==> src/hw/supervisor_pkg.sv <==
// shared constants for the supply supervisor
package supervisor_pkg;
  localparam int unsigned CLK_HZ = 100_000_000;
  localparam int unsigned CLK_NS = 10;
  // reset hold in ms, watchdog timeout in ms, shortest kick pulse in ns
  localparam int unsigned HOLD_MS = 200;
  localparam int unsigned WDOG_MS = 1600;
  localparam int unsigned KICK_MIN_NS = 50;
  localparam int unsigned HOLD_CYCLES = HOLD_MS * (CLK_HZ / 1000);
  localparam int unsigned WDOG_CYCLES = WDOG_MS * (CLK_HZ / 1000);
  localparam int unsigned KICK_MIN_CYCLES =
    (KICK_MIN_NS + CLK_NS - 1) / CLK_NS;
  // cycles per timebase tick
  localparam int unsigned TICK_CYCLES = 1000;
  localparam int unsigned CNT_W = 32;
  localparam logic [CNT_W-1:0] CNT_ZERO = 32'h0000_0000;
  localparam logic [CNT_W-1:0] CNT_ONE = 32'h0000_0001;
  localparam logic [1:0] SYNC_IDLE_HI = 2'h3;
  localparam logic [1:0] SYNC_IDLE_LO = 2'h0;
  // reset generator states, gray along power-up path
  typedef enum logic [1:0] {
    ST_ASSERT = 2'b00,
    ST_HOLD = 2'b01,
    ST_RUN = 2'b11
  } rst_state_t;
endpackage : supervisor_pkg

==> src/hw/sync2.sv <==
// two-flop synchroniser for one level
`timescale 1ns/1ps
`default_nettype none
module sync2 #(
  parameter logic INIT = 1'b0
) (
  // clock and reset
  input wire logic clk_in,
  input wire logic rst_n_in,
  // level
  input wire logic d_in,
  output logic q_out
);
  logic meta_r;
  // first stage read only by second
  always_ff @(posedge clk_in) begin
    if (!rst_n_in) begin
      meta_r <= INIT;
      q_out <= INIT;
    end else begin
      meta_r <= d_in;
      q_out <= meta_r;
    end
  end
endmodule : sync2
`default_nettype wire

==> src/hw/tick_counter.sv <==
// timebase-driven timeout counter with clear
`timescale 1ns/1ps
`default_nettype none
module tick_counter (
  // clock and reset
  input wire logic clk_in,
  input wire logic rst_n_in,
  // control
  input wire logic clear_in,
  input wire logic tick_in,
  input wire logic [31:0] limit_in,
  // status
  output logic done_out
);
  logic [31:0] cnt_r;
  logic [31:0] cnt_nxt;
  wire at_limit = (cnt_r >= limit_in);
  assign cnt_nxt = clear_in ? supervisor_pkg::CNT_ZERO :
    ((tick_in && !at_limit) ? cnt_r + supervisor_pkg::CNT_ONE : cnt_r);
  // saturating count so done stays until cleared
  always_ff @(posedge clk_in) begin
    if (!rst_n_in) begin
      cnt_r <= supervisor_pkg::CNT_ZERO;
      done_out <= 1'b0;
    end else begin
      cnt_r <= cnt_nxt;
      done_out <= !clear_in && (cnt_nxt >= limit_in);
    end
  end
endmodule : tick_counter
`default_nettype wire

==> src/hw/supply_supervisor_reset_watchdog.sv <==
// supply supervisor: timed reset, watchdog, power-fail flag
// Contract
// RULE1 - reset on supply low or manual low
// RULE2 - hold reset 200 ms after supply recovers
// RULE3 - hold reset 200 ms after manual rises
// RULE4 - new trigger restarts full hold time
// RULE5 - watchdog expiry never asserts reset itself
// RULE6 - active-high reset inverts active-low reset
// RULE7 - manual low resets, input is debounced
// RULE8 - debounce comes from hold period only
// RULE9 - floating manual input reads inactive high
// RULE10 - power-fail flag low when sense low
// RULE11 - static kick beyond timeout drives flag low
// RULE12 - any kick edge clears watchdog counter
// RULE13 - watchdog counter held clear during reset
// RULE14 - floating kick input disables the watchdog
// RULE15 - expired flag stays low until cleared
// RULE16 - supply low forces flag low, no delay
// RULE17 - watchdog timeout is 1.6 seconds
// RULE18 - kick pulses of 50 ns detected
// RULE19 - timers count timebase ticks, inputs synchronised
`timescale 1ns/1ps
`default_nettype none
module supply_supervisor_reset_watchdog #(
  parameter int unsigned TICK_CYCLES = supervisor_pkg::TICK_CYCLES,
  parameter int unsigned HOLD_CYCLES = supervisor_pkg::HOLD_CYCLES,
  parameter int unsigned WDOG_CYCLES = supervisor_pkg::WDOG_CYCLES
) (
  // clock and reset
  input wire logic REF_CLK_IN,
  input wire logic RESET_N_IN,
  // comparator results, high means supply or sense is low
  input wire logic SUPPLY_LOW_IN,
  input wire logic POWER_FAIL_SENSE_LOW_IN,
  // manual reset, with pull-up already applied by the pad model
  input wire logic MANUAL_RESET_N_INPUT_IN,
  // three-level kick: level plus a driven indication
  input wire logic WATCHDOG_KICK_INPUT_IN,
  input wire logic WATCHDOG_KICK_DRIVEN_IN,
  // outputs to the host
  output logic SYS_RESET_N_OUT,
  output logic SYS_RESET_OUT,
  output logic WATCHDOG_EXPIRED_N_OUT,
  output logic POWER_FAIL_FLAG_N_OUT
);
  // synchronised inputs
  logic supply_low_s;
  logic pf_low_s;
  logic mr_n_s;
  logic kick_s;
  logic kick_drv_s;
  logic kick_prev_r;
  logic kick_drv_prev_r;
  logic [supervisor_pkg::CNT_W-1:0] tick_cnt_r;
  logic tick_r;
  logic [supervisor_pkg::CNT_W-1:0] hold_cnt_r;
  logic [supervisor_pkg::CNT_W-1:0] hold_cnt_nxt;
  supervisor_pkg::rst_state_t state_r;
  supervisor_pkg::rst_state_t state_nxt;
  logic wd_done;

  // comparator flags enter through synchronisers
  sync2 #(.INIT(1'b1)) u_sync_supply ( // RULE19
    .clk_in(REF_CLK_IN), .rst_n_in(RESET_N_IN),
    .d_in(SUPPLY_LOW_IN), .q_out(supply_low_s));
  sync2 #(.INIT(1'b0)) u_sync_pf ( // RULE19
    .clk_in(REF_CLK_IN), .rst_n_in(RESET_N_IN),
    .d_in(POWER_FAIL_SENSE_LOW_IN), .q_out(pf_low_s));
  // idle high so a floating manual pin is inactive
  sync2 #(.INIT(1'b1)) u_sync_mr ( // RULE9
    .clk_in(REF_CLK_IN), .rst_n_in(RESET_N_IN),
    .d_in(MANUAL_RESET_N_INPUT_IN), .q_out(mr_n_s));
  // kick is sampled every 10 ns, so a 50 ns pulse is seen
  sync2 #(.INIT(1'b0)) u_sync_kick ( // RULE18
    .clk_in(REF_CLK_IN), .rst_n_in(RESET_N_IN),
    .d_in(WATCHDOG_KICK_INPUT_IN), .q_out(kick_s));
  sync2 #(.INIT(1'b0)) u_sync_kdrv (
    .clk_in(REF_CLK_IN), .rst_n_in(RESET_N_IN),
    .d_in(WATCHDOG_KICK_DRIVEN_IN), .q_out(kick_drv_s));

  // free-running timebase, one pulse every TICK_CYCLES
  wire tick_wrap = (tick_cnt_r == 32'(TICK_CYCLES - 1));
  always_ff @(posedge REF_CLK_IN) begin
    if (!RESET_N_IN) begin
      tick_cnt_r <= supervisor_pkg::CNT_ZERO;
      tick_r <= 1'b0;
    end else begin
      tick_cnt_r <= tick_wrap ? supervisor_pkg::CNT_ZERO :
        tick_cnt_r + supervisor_pkg::CNT_ONE;
      tick_r <= tick_wrap; // RULE19
    end
  end

  // hold limit in ticks, rounded up
  localparam int unsigned HOLD_TICKS =
    (HOLD_CYCLES + TICK_CYCLES - 1) / TICK_CYCLES;
  localparam int unsigned WDOG_TICKS = WDOG_CYCLES / TICK_CYCLES;

  // any trigger present; watchdog flag is not one of them
  wire trigger = supply_low_s || !mr_n_s; // RULE1 RULE5 RULE7
  wire hold_done = (hold_cnt_r >= 32'(HOLD_TICKS));

  // reset generator: trigger parks in assert, hold restarts
  always_comb begin
    state_nxt = state_r;
    hold_cnt_nxt = hold_cnt_r;
    case (state_r)
      supervisor_pkg::ST_ASSERT: begin
        hold_cnt_nxt = supervisor_pkg::CNT_ZERO;
        if (!trigger) begin
          state_nxt = supervisor_pkg::ST_HOLD; // RULE2 RULE3
        end
      end
      supervisor_pkg::ST_HOLD: begin
        if (trigger) begin
          // retrigger restarts full period; this is the debounce
          state_nxt = supervisor_pkg::ST_ASSERT; // RULE4 RULE8
          hold_cnt_nxt = supervisor_pkg::CNT_ZERO;
        end else if (hold_done) begin
          state_nxt = supervisor_pkg::ST_RUN;
        end else if (tick_r) begin
          hold_cnt_nxt = hold_cnt_r + supervisor_pkg::CNT_ONE;
        end
      end
      supervisor_pkg::ST_RUN: begin
        if (trigger) begin
          state_nxt = supervisor_pkg::ST_ASSERT; // RULE1
        end
      end
      default: begin
        state_nxt = supervisor_pkg::ST_ASSERT;
        hold_cnt_nxt = supervisor_pkg::CNT_ZERO;
      end
    endcase
  end

  always_ff @(posedge REF_CLK_IN) begin
    if (!RESET_N_IN) begin
      state_r <= supervisor_pkg::ST_ASSERT;
      hold_cnt_r <= supervisor_pkg::CNT_ZERO;
    end else begin
      state_r <= state_nxt;
      hold_cnt_r <= hold_cnt_nxt;
    end
  end

  wire reset_active_nxt = (state_nxt != supervisor_pkg::ST_RUN);
  wire reset_active = (state_r != supervisor_pkg::ST_RUN);

  // kick edge detector on the synchronised level
  always_ff @(posedge REF_CLK_IN) begin
    if (!RESET_N_IN) begin
      kick_prev_r <= 1'b0;
      kick_drv_prev_r <= 1'b0;
    end else begin
      kick_prev_r <= kick_s;
      kick_drv_prev_r <= kick_drv_s;
    end
  end
  wire kick_edge = (kick_s != kick_prev_r) ||
    (kick_drv_s != kick_drv_prev_r); // RULE12
  // floating kick keeps counter clear, so it never expires
  wire wd_clear = kick_edge || reset_active || !kick_drv_s; // RULE13 RULE14

  localparam logic [31:0] WDOG_LIMIT = 32'(WDOG_TICKS);
  tick_counter u_wdog ( // RULE17
    .clk_in(REF_CLK_IN),
    .rst_n_in(RESET_N_IN),
    .clear_in(wd_clear),
    .tick_in(tick_r),
    .limit_in(WDOG_LIMIT),
    .done_out(wd_done)
  );

  // outputs straight from flops
  always_ff @(posedge REF_CLK_IN) begin
    if (!RESET_N_IN) begin
      SYS_RESET_N_OUT <= 1'b0;
      SYS_RESET_OUT <= 1'b1;
      WATCHDOG_EXPIRED_N_OUT <= 1'b0;
      POWER_FAIL_FLAG_N_OUT <= 1'b1;
    end else begin
      SYS_RESET_N_OUT <= !reset_active_nxt;
      SYS_RESET_OUT <= reset_active_nxt; // RULE6
      // supply term has no hold delay, unlike reset
      WATCHDOG_EXPIRED_N_OUT <= !(wd_done || supply_low_s); // RULE11 RULE15 RULE16
      POWER_FAIL_FLAG_N_OUT <= !pf_low_s; // RULE10
    end
  end

  // checks
  AST_POLARITY: assert property (@(posedge REF_CLK_IN) // RULE6
    disable iff (!RESET_N_IN) SYS_RESET_OUT == !SYS_RESET_N_OUT)
    else $error("reset outputs not inverse");
  AST_TRIGGER_RESET: assert property (@(posedge REF_CLK_IN) // RULE1
    disable iff (!RESET_N_IN) trigger |=> !SYS_RESET_N_OUT)
    else $error("trigger did not assert reset");
  AST_HOLD_AFTER_RELEASE: assert property (@(posedge REF_CLK_IN) // RULE2
    disable iff (!RESET_N_IN)
    $fell(trigger) |-> !SYS_RESET_N_OUT [*8])
    else $error("reset released too early after trigger");
  AST_RETRIGGER: assert property (@(posedge REF_CLK_IN) // RULE4
    disable iff (!RESET_N_IN)
    (state_r == supervisor_pkg::ST_HOLD && trigger)
    |=> state_r == supervisor_pkg::ST_ASSERT &&
    hold_cnt_r == supervisor_pkg::CNT_ZERO)
    else $error("retrigger did not restart hold");
  AST_MR_RESET: assert property (@(posedge REF_CLK_IN) // RULE7
    disable iff (!RESET_N_IN) !mr_n_s |=> !SYS_RESET_N_OUT)
    else $error("manual low did not reset");
  AST_PFO: assert property (@(posedge REF_CLK_IN) // RULE10
    disable iff (!RESET_N_IN) POWER_FAIL_FLAG_N_OUT == !$past(pf_low_s))
    else $error("power-fail flag wrong");
  AST_WD_CLEAR_RESET: assert property (@(posedge REF_CLK_IN) // RULE13
    disable iff (!RESET_N_IN) reset_active |=> ##1 !wd_done)
    else $error("watchdog counted during reset");
  // supply may drop in between, which forces the flag low on its own
  AST_WD_FLOAT: assert property (@(posedge REF_CLK_IN) // RULE14
    disable iff (!RESET_N_IN) (!kick_drv_s && !supply_low_s)
    |=> ##1 (WATCHDOG_EXPIRED_N_OUT || $past(supply_low_s)))
    else $error("floating kick still expired");
  AST_WD_SUPPLY: assert property (@(posedge REF_CLK_IN) // RULE16
    disable iff (!RESET_N_IN) supply_low_s |=> !WATCHDOG_EXPIRED_N_OUT)
    else $error("watchdog flag not forced by supply low");
  AST_WD_STICKY: assert property (@(posedge REF_CLK_IN) // RULE15
    disable iff (!RESET_N_IN)
    (wd_done && !wd_clear) |=> wd_done)
    else $error("expiry dropped without clear");

  // reset generator: the run state always has reset released
  AST_RUN_RELEASED: assert property (@(posedge REF_CLK_IN) // RULE2
    disable iff (!RESET_N_IN)
    state_r == supervisor_pkg::ST_RUN |-> SYS_RESET_N_OUT)
    else $error("run state with reset still asserted");

  // a release edge must see a full hold count behind it
  AST_HOLD_FULL: assert property (@(posedge REF_CLK_IN) // RULE3
    disable iff (!RESET_N_IN)
    $rose(SYS_RESET_N_OUT) |-> hold_done)
    else $error("reset released before full hold");

  // the assert state always zeroes the hold count
  AST_ASSERT_CLEARS_HOLD: assert property (@(posedge REF_CLK_IN) // RULE4
    disable iff (!RESET_N_IN)
    state_r == supervisor_pkg::ST_ASSERT
    |=> hold_cnt_r == supervisor_pkg::CNT_ZERO)
    else $error("hold count not cleared by trigger");

  // an expiry alone leaves the reset released
  AST_WD_NO_RESET: assert property (@(posedge REF_CLK_IN) // RULE5
    disable iff (!RESET_N_IN)
    ($fell(WATCHDOG_EXPIRED_N_OUT) && !trigger &&
    state_r == supervisor_pkg::ST_RUN) |=> SYS_RESET_N_OUT)
    else $error("watchdog expiry asserted reset");

  // without a trigger the run state is kept
  AST_RUN_STABLE: assert property (@(posedge REF_CLK_IN) // RULE5
    disable iff (!RESET_N_IN)
    (state_r == supervisor_pkg::ST_RUN && !trigger)
    |=> state_r == supervisor_pkg::ST_RUN)
    else $error("run state left without trigger");

  // the active-high output tracks the generator state
  AST_OUT_STATE: assert property (@(posedge REF_CLK_IN) // RULE6
    disable iff (!RESET_N_IN)
    SYS_RESET_OUT == (state_r != supervisor_pkg::ST_RUN))
    else $error("active-high reset off its state");

  // a manual rising edge starts a hold, not a release
  AST_MR_RISE_HOLD: assert property (@(posedge REF_CLK_IN) // RULE3
    disable iff (!RESET_N_IN)
    ($rose(mr_n_s) && !supply_low_s) |=> !SYS_RESET_N_OUT)
    else $error("manual release dropped reset at once");

  // release only ever follows the hold state
  AST_NO_EARLY_RELEASE: assert property (@(posedge REF_CLK_IN) // RULE8
    disable iff (!RESET_N_IN)
    $rose(SYS_RESET_N_OUT) |-> $past(state_r) == supervisor_pkg::ST_HOLD)
    else $error("release without hold period");

  // hold count advances by one per tick
  AST_HOLD_STEP: assert property (@(posedge REF_CLK_IN) // RULE2
    disable iff (!RESET_N_IN)
    (state_r == supervisor_pkg::ST_HOLD && !trigger && !hold_done &&
    tick_r) |=> hold_cnt_r == $past(hold_cnt_r) + supervisor_pkg::CNT_ONE)
    else $error("hold count did not step on tick");

  // between ticks the hold count stands still
  AST_HOLD_NO_TICK: assert property (@(posedge REF_CLK_IN) // RULE19
    disable iff (!RESET_N_IN)
    (state_r == supervisor_pkg::ST_HOLD && !trigger && !tick_r)
    |=> $stable(hold_cnt_r))
    else $error("hold count moved without tick");

  // timebase pulses last a single cycle
  AST_TICK_PULSE: assert property (@(posedge REF_CLK_IN) // RULE19
    disable iff (!RESET_N_IN) tick_r |=> !tick_r)
    else $error("timebase pulse too long");

  // only the three coded states are ever reached
  AST_STATE_LEGAL: assert property (@(posedge REF_CLK_IN) // RULE4
    disable iff (!RESET_N_IN)
    state_r inside {supervisor_pkg::ST_ASSERT, supervisor_pkg::ST_HOLD,
    supervisor_pkg::ST_RUN})
    else $error("reset generator in illegal state");

  // watchdog: kick edges and floating pin clear the expiry
  AST_KICK_CLEAR: assert property (@(posedge REF_CLK_IN) // RULE12
    disable iff (!RESET_N_IN) kick_edge |=> !wd_done)
    else $error("kick edge did not clear watchdog");

  AST_FLOAT_CLEAR: assert property (@(posedge REF_CLK_IN) // RULE14
    disable iff (!RESET_N_IN) !kick_drv_s |=> !wd_done)
    else $error("floating kick let watchdog count");

  // expiry drives the flag low on the next edge
  AST_WD_LOW: assert property (@(posedge REF_CLK_IN) // RULE11
    disable iff (!RESET_N_IN) wd_done |=> !WATCHDOG_EXPIRED_N_OUT)
    else $error("expiry did not lower watchdog flag");

  // no hold delay once supply recovers and no expiry
  AST_WD_RECOVER: assert property (@(posedge REF_CLK_IN) // RULE16
    disable iff (!RESET_N_IN)
    (!supply_low_s && !wd_done) |=> WATCHDOG_EXPIRED_N_OUT)
    else $error("watchdog flag held low after recovery");

  // power-fail flag rises as soon as sense recovers
  AST_PFO_HIGH: assert property (@(posedge REF_CLK_IN) // RULE10
    disable iff (!RESET_N_IN) !pf_low_s |=> POWER_FAIL_FLAG_N_OUT)
    else $error("power-fail flag stuck low");

  COV_FLOAT: cover property (@(posedge REF_CLK_IN)
    disable iff (!RESET_N_IN)
    !kick_drv_s && state_r == supervisor_pkg::ST_RUN);
  COV_RELEASE: cover property (@(posedge REF_CLK_IN)
    disable iff (!RESET_N_IN) $rose(SYS_RESET_N_OUT));
  COV_EXPIRE: cover property (@(posedge REF_CLK_IN)
    disable iff (!RESET_N_IN) $fell(WATCHDOG_EXPIRED_N_OUT));
  COV_RETRIG: cover property (@(posedge REF_CLK_IN)
    disable iff (!RESET_N_IN)
    state_r == supervisor_pkg::ST_HOLD && trigger);
endmodule : supply_supervisor_reset_watchdog
`default_nettype wire

==> config.mk <==
export PLATFORM = sky130hd
export DESIGN_NAME = supply_supervisor_reset_watchdog
export DESIGN_NICKNAME = d
export VERILOG_FILES = /design/src/hw/supervisor_pkg.sv /design/src/hw/sync2.sv /design/src/hw/tick_counter.sv /design/src/hw/supply_supervisor_reset_watchdog.sv
export SDC_FILE = /design/constraint.sdc
export NUM_CORES = 1
export LEC_CHECK = 0
export ABC_AREA = 1
export BUFFER_PORTS_ARGS = -buffer_cell sky130_fd_sc_hd__buf_2
export CORE_ASPECT_RATIO = 1.5
export CORE_MARGIN = 2
export CORE_UTILIZATION = 55
export CTS_CLUSTER_SIZE = 40
export DETAILED_ROUTE_END_ITERATION = 8
export MAX_ROUTING_LAYER = met4
export PLACE_DENSITY = 0.71
export SETUP_SLACK_MARGIN = 0.1
export SLEW_MARGIN = 25
export SYNTH_ARGS = -nofsm -noshare
export SYNTH_HDL_FRONTEND = slang
export SYNTH_SLANG_ARGS = --single-unit
==> constraint.sdc <==
create_clock -name REF_CLK_IN -period 2.45 [get_ports REF_CLK_IN]
set_input_delay 0.735 -clock REF_CLK_IN [delete_from_list [all_inputs] [get_ports REF_CLK_IN]]
set_output_delay 0.735 -clock REF_CLK_IN [all_outputs]
set_load 0.02 [all_outputs]
==> metrics.cfg <==
[yosys]
yosysTopAreaCell=dfxtp_1
ys_seq_area_frac=0.437
ys_types=40
synth-xor-area-share=0.0280
synth_top_family_by_area=simple AND/OR/NAND/NOR gates
ys_warn_count=0
synth_nets=744
synth_top_cell_area_share=0.437
syn_avg_cell_area_um2=7.26
synth.area.top_cells=dfxtp_1, nand2_1, inv_1
synth-simple-area-share=0.365
muxShareOfSynthArea=0
synth_compound_area_frac=0.0584
syn_inst=732
synth_seq_cells=116
synth_fa_ha_area_frac=0.0118
netlist_area_mm2=0.00532

[job]
cap_violations=0

[setup_path]
cp-end-kind=flip-flop
critPathMaxFanout=29
required_ps=2740
cp-start-kind=flip-flop
critPathSlowestCell=nand4_2
crit_path_max_incr_delay_ps=330
crit_arrival_ps=2370
crit_chain=nor4_1 > nand3_1 > nor4_2 > nand4_2 > nand2_8 > inv_1 > a21oi_1 > nor2_1
crit_type=reg -> reg

[power_and_ir_drop]
leakagePower_nw=2.43
p_per_area_mw_per_mm2=739
ir_drop_v=0.000607
p_sw_frac=0.194
clkPwrFrac=0.566
seq_power_share=0.421
p_comb_frac=0.013
p_sw_w=0.000879
p_int_w=0.00365

[floorplanning]
row_count=44
die_x_um=84.3
initial_utilization=0.558
die_area_mm2=0.0105
fp.dieH_um=124
num_io_pins=11
core_mm2=0.00952

[global_routing]
grt_usage=0.226
antenna_found_initial=0
grt_pass1_vias=4449
grt-ovfl-total=0
grt_pass1_wl_um=18900
grt_start_max_net_pins=33

[cts]
cts_tree=done
worstSkewPairLatency_ps=410
cts_buffer_depth=2
clkSinkCount=116
hold_buffers=0
cts_root_buffer=clkbuf_16
post_cts_buffers=0
clk_pin_slew_ps=50
cts_max_level=4
postCtsResizedCells=0
numCtsBuffers=17

[sta]
final-hold-violation-count=0
finalMaxSlewViolations=0
tns_ps=0
period_needed_ps=2070
setup_viol=0
setup_slack_ps=375
slew_headroom=0.410
timing.fmax_mhz=482
fin_skew_ps=6.98
worst_slew_pin_slew_ps=885
rsz0062_at_grt=false
post-route-period-util=0.847

[hold_path]
hold_class=reg -> reg

[route]
postRouteAntennaNets=0
drt_first_pass_iters=5
vias_per_cell=5.18
routed_wl_um=10900
drtIter0Drc=202
avgRoutedWirePerCell_um=12.3
num_vias=4576
drc=0

[layout]
area_growth_pct=15.4
n_antenna_cell=0
drive_above_1_share=0.118
fin_nets=767

[run_status]
status=finished clean

[placed_design]
hpwlAfterDp_um=7660
gp_congestion=0.924
detailedPlace.worstSlack_ps=389
io_buffers=10

cells by family (layout without fill, tap and decap cells):
family                     count (synthesis)  in the layout
AOI/OAI and AO/OA                         55             55
and+or+nand+nor                          402            402
adders and majority gates                  5              5
xor gates and xnor gates                  17             17
DFF                                      116            116
buffers and inverters                    137            173
routing by layer:
layer  GRT usage  vias to the layer above  routed length, µm
met2       0.401                       85               5780
met5           -                        -                  0
met4      0.0825                        0                197
met3      0.0537                       20                369
met1       0.240                     2091               4520
li1            -                     2380                  -
worst paths after layout:
check / start / endpoint / slack (ps) / cells past startpoint
worst max-delay path: hold_cnt_r[16]$_SDFFE_PN0P_ / hold_cnt_r[1]$_SDFFE_PN0P_ / 380 / 8
worst min-delay path: u_sync_pf.q_out$_SDFF_PN0_ / POWER_FAIL_FLAG_N_OUT$_SDFF_PN1_ / 390 / 1
worst max register to register: hold_cnt_r[16]$_SDFFE_PN0P_ / hold_cnt_r[1]$_SDFFE_PN0P_ / 380 / 8
worst min register to register: u_sync_pf.q_out$_SDFF_PN0_ / POWER_FAIL_FLAG_N_OUT$_SDFF_PN1_ / 390 / 1
registers in the layout, indices dropped and copies added (netlist names), 2 cells and up:
name and cells:
hold_cnt_r 32, tick_cnt_r 32, u_wdog.cnt_r 32, state_r 2
cell type report:
type                            count  area, µm²
Clock buffer                       24        502
Clock inverter                      8        121
Multi-Input combinational cell    479       2470
Inverter                          122        458
Fill cell                         815       3390
Timing Repair Buffer               19        118
Sequential cell                   116       2320
Tap cell                          115        144
synth_stat cells:
master     count
a2111oi_0      1
a211oi_1       2
a21oi_1       33
a221oi_1       1
a31oi_1        1
a41oi_1        3
buf_2          2
buf_6          2
clkbuf_1      11
dfxtp_1      116
ha_1           5
inv_1        119
inv_2          3
nand2_1      134
nand2_2        5
nand2_4        2
nand3_1       48
nand3_2        5
nand3b_1       1
nand4_1       20
nand4_2        1
nand4_4        1
nor2_1        98
nor2_2         5
nor2_4         7
nor3_1        46
nor3_2         2
nor3b_1        6
nor4_1         9
nor4_2         1
nor4_4         1
o21a_1         2
o21ai_0        9
o21ai_1        1
o21bai_1       1
o31ai_1        1
or2_0          1
or2_2          9
xnor2_1        6
xor2_1        11
worst max-delay path, delay by kind of cell, from the launching register on:
| kind | cells | cell delay (ps) |
|---|---|---|
| flops | 1 | 310 |
| buf+inv | 1 | 140 |
| compound gates | 1 | 170 |
| simple gates | 6 | 1350 |
per-stage QoR:
step	power (W)	util	instances	hold WS (ps)	instance area, µm²
after floorplan	0.00199	-	732	343	5320
after global placement	0.00200	0.578	851	375	5500
after detailed placement	0.00201	0.578	851	381	5500
after CTS	0.00456	0.643	883	391	6130
after global routing	0.00466	0.644	883	407	6130
final	0.00453	0.644	883	394	6130
cells in the final DEF (no fill, tap or decap), types with 10 or more instances in the layout:
cell type  count
buf_2         10
a21oi_1       33
inv_1        119
nor3_1        46
nand3_1       48
xor2_1        11
nand2_1      134
clkbuf_16     17
nand4_1       20
nor2_1        98
dfxtp_1      116
power groups by stage:
stage,Sequential (W),Clock (W),Combinational [W]
finish,0.00191,0.00257,0.0000569
global placement,0.00195,0,0.0000557
global route,0.00191,0.00269,0.0000657
CTS,0.00191,0.00260,0.0000578
floorplan,0.00195,0,0.0000375
detailed placement,0.00195,0,0.0000575
Note: power is estimated with default switching activity, not from simulation.
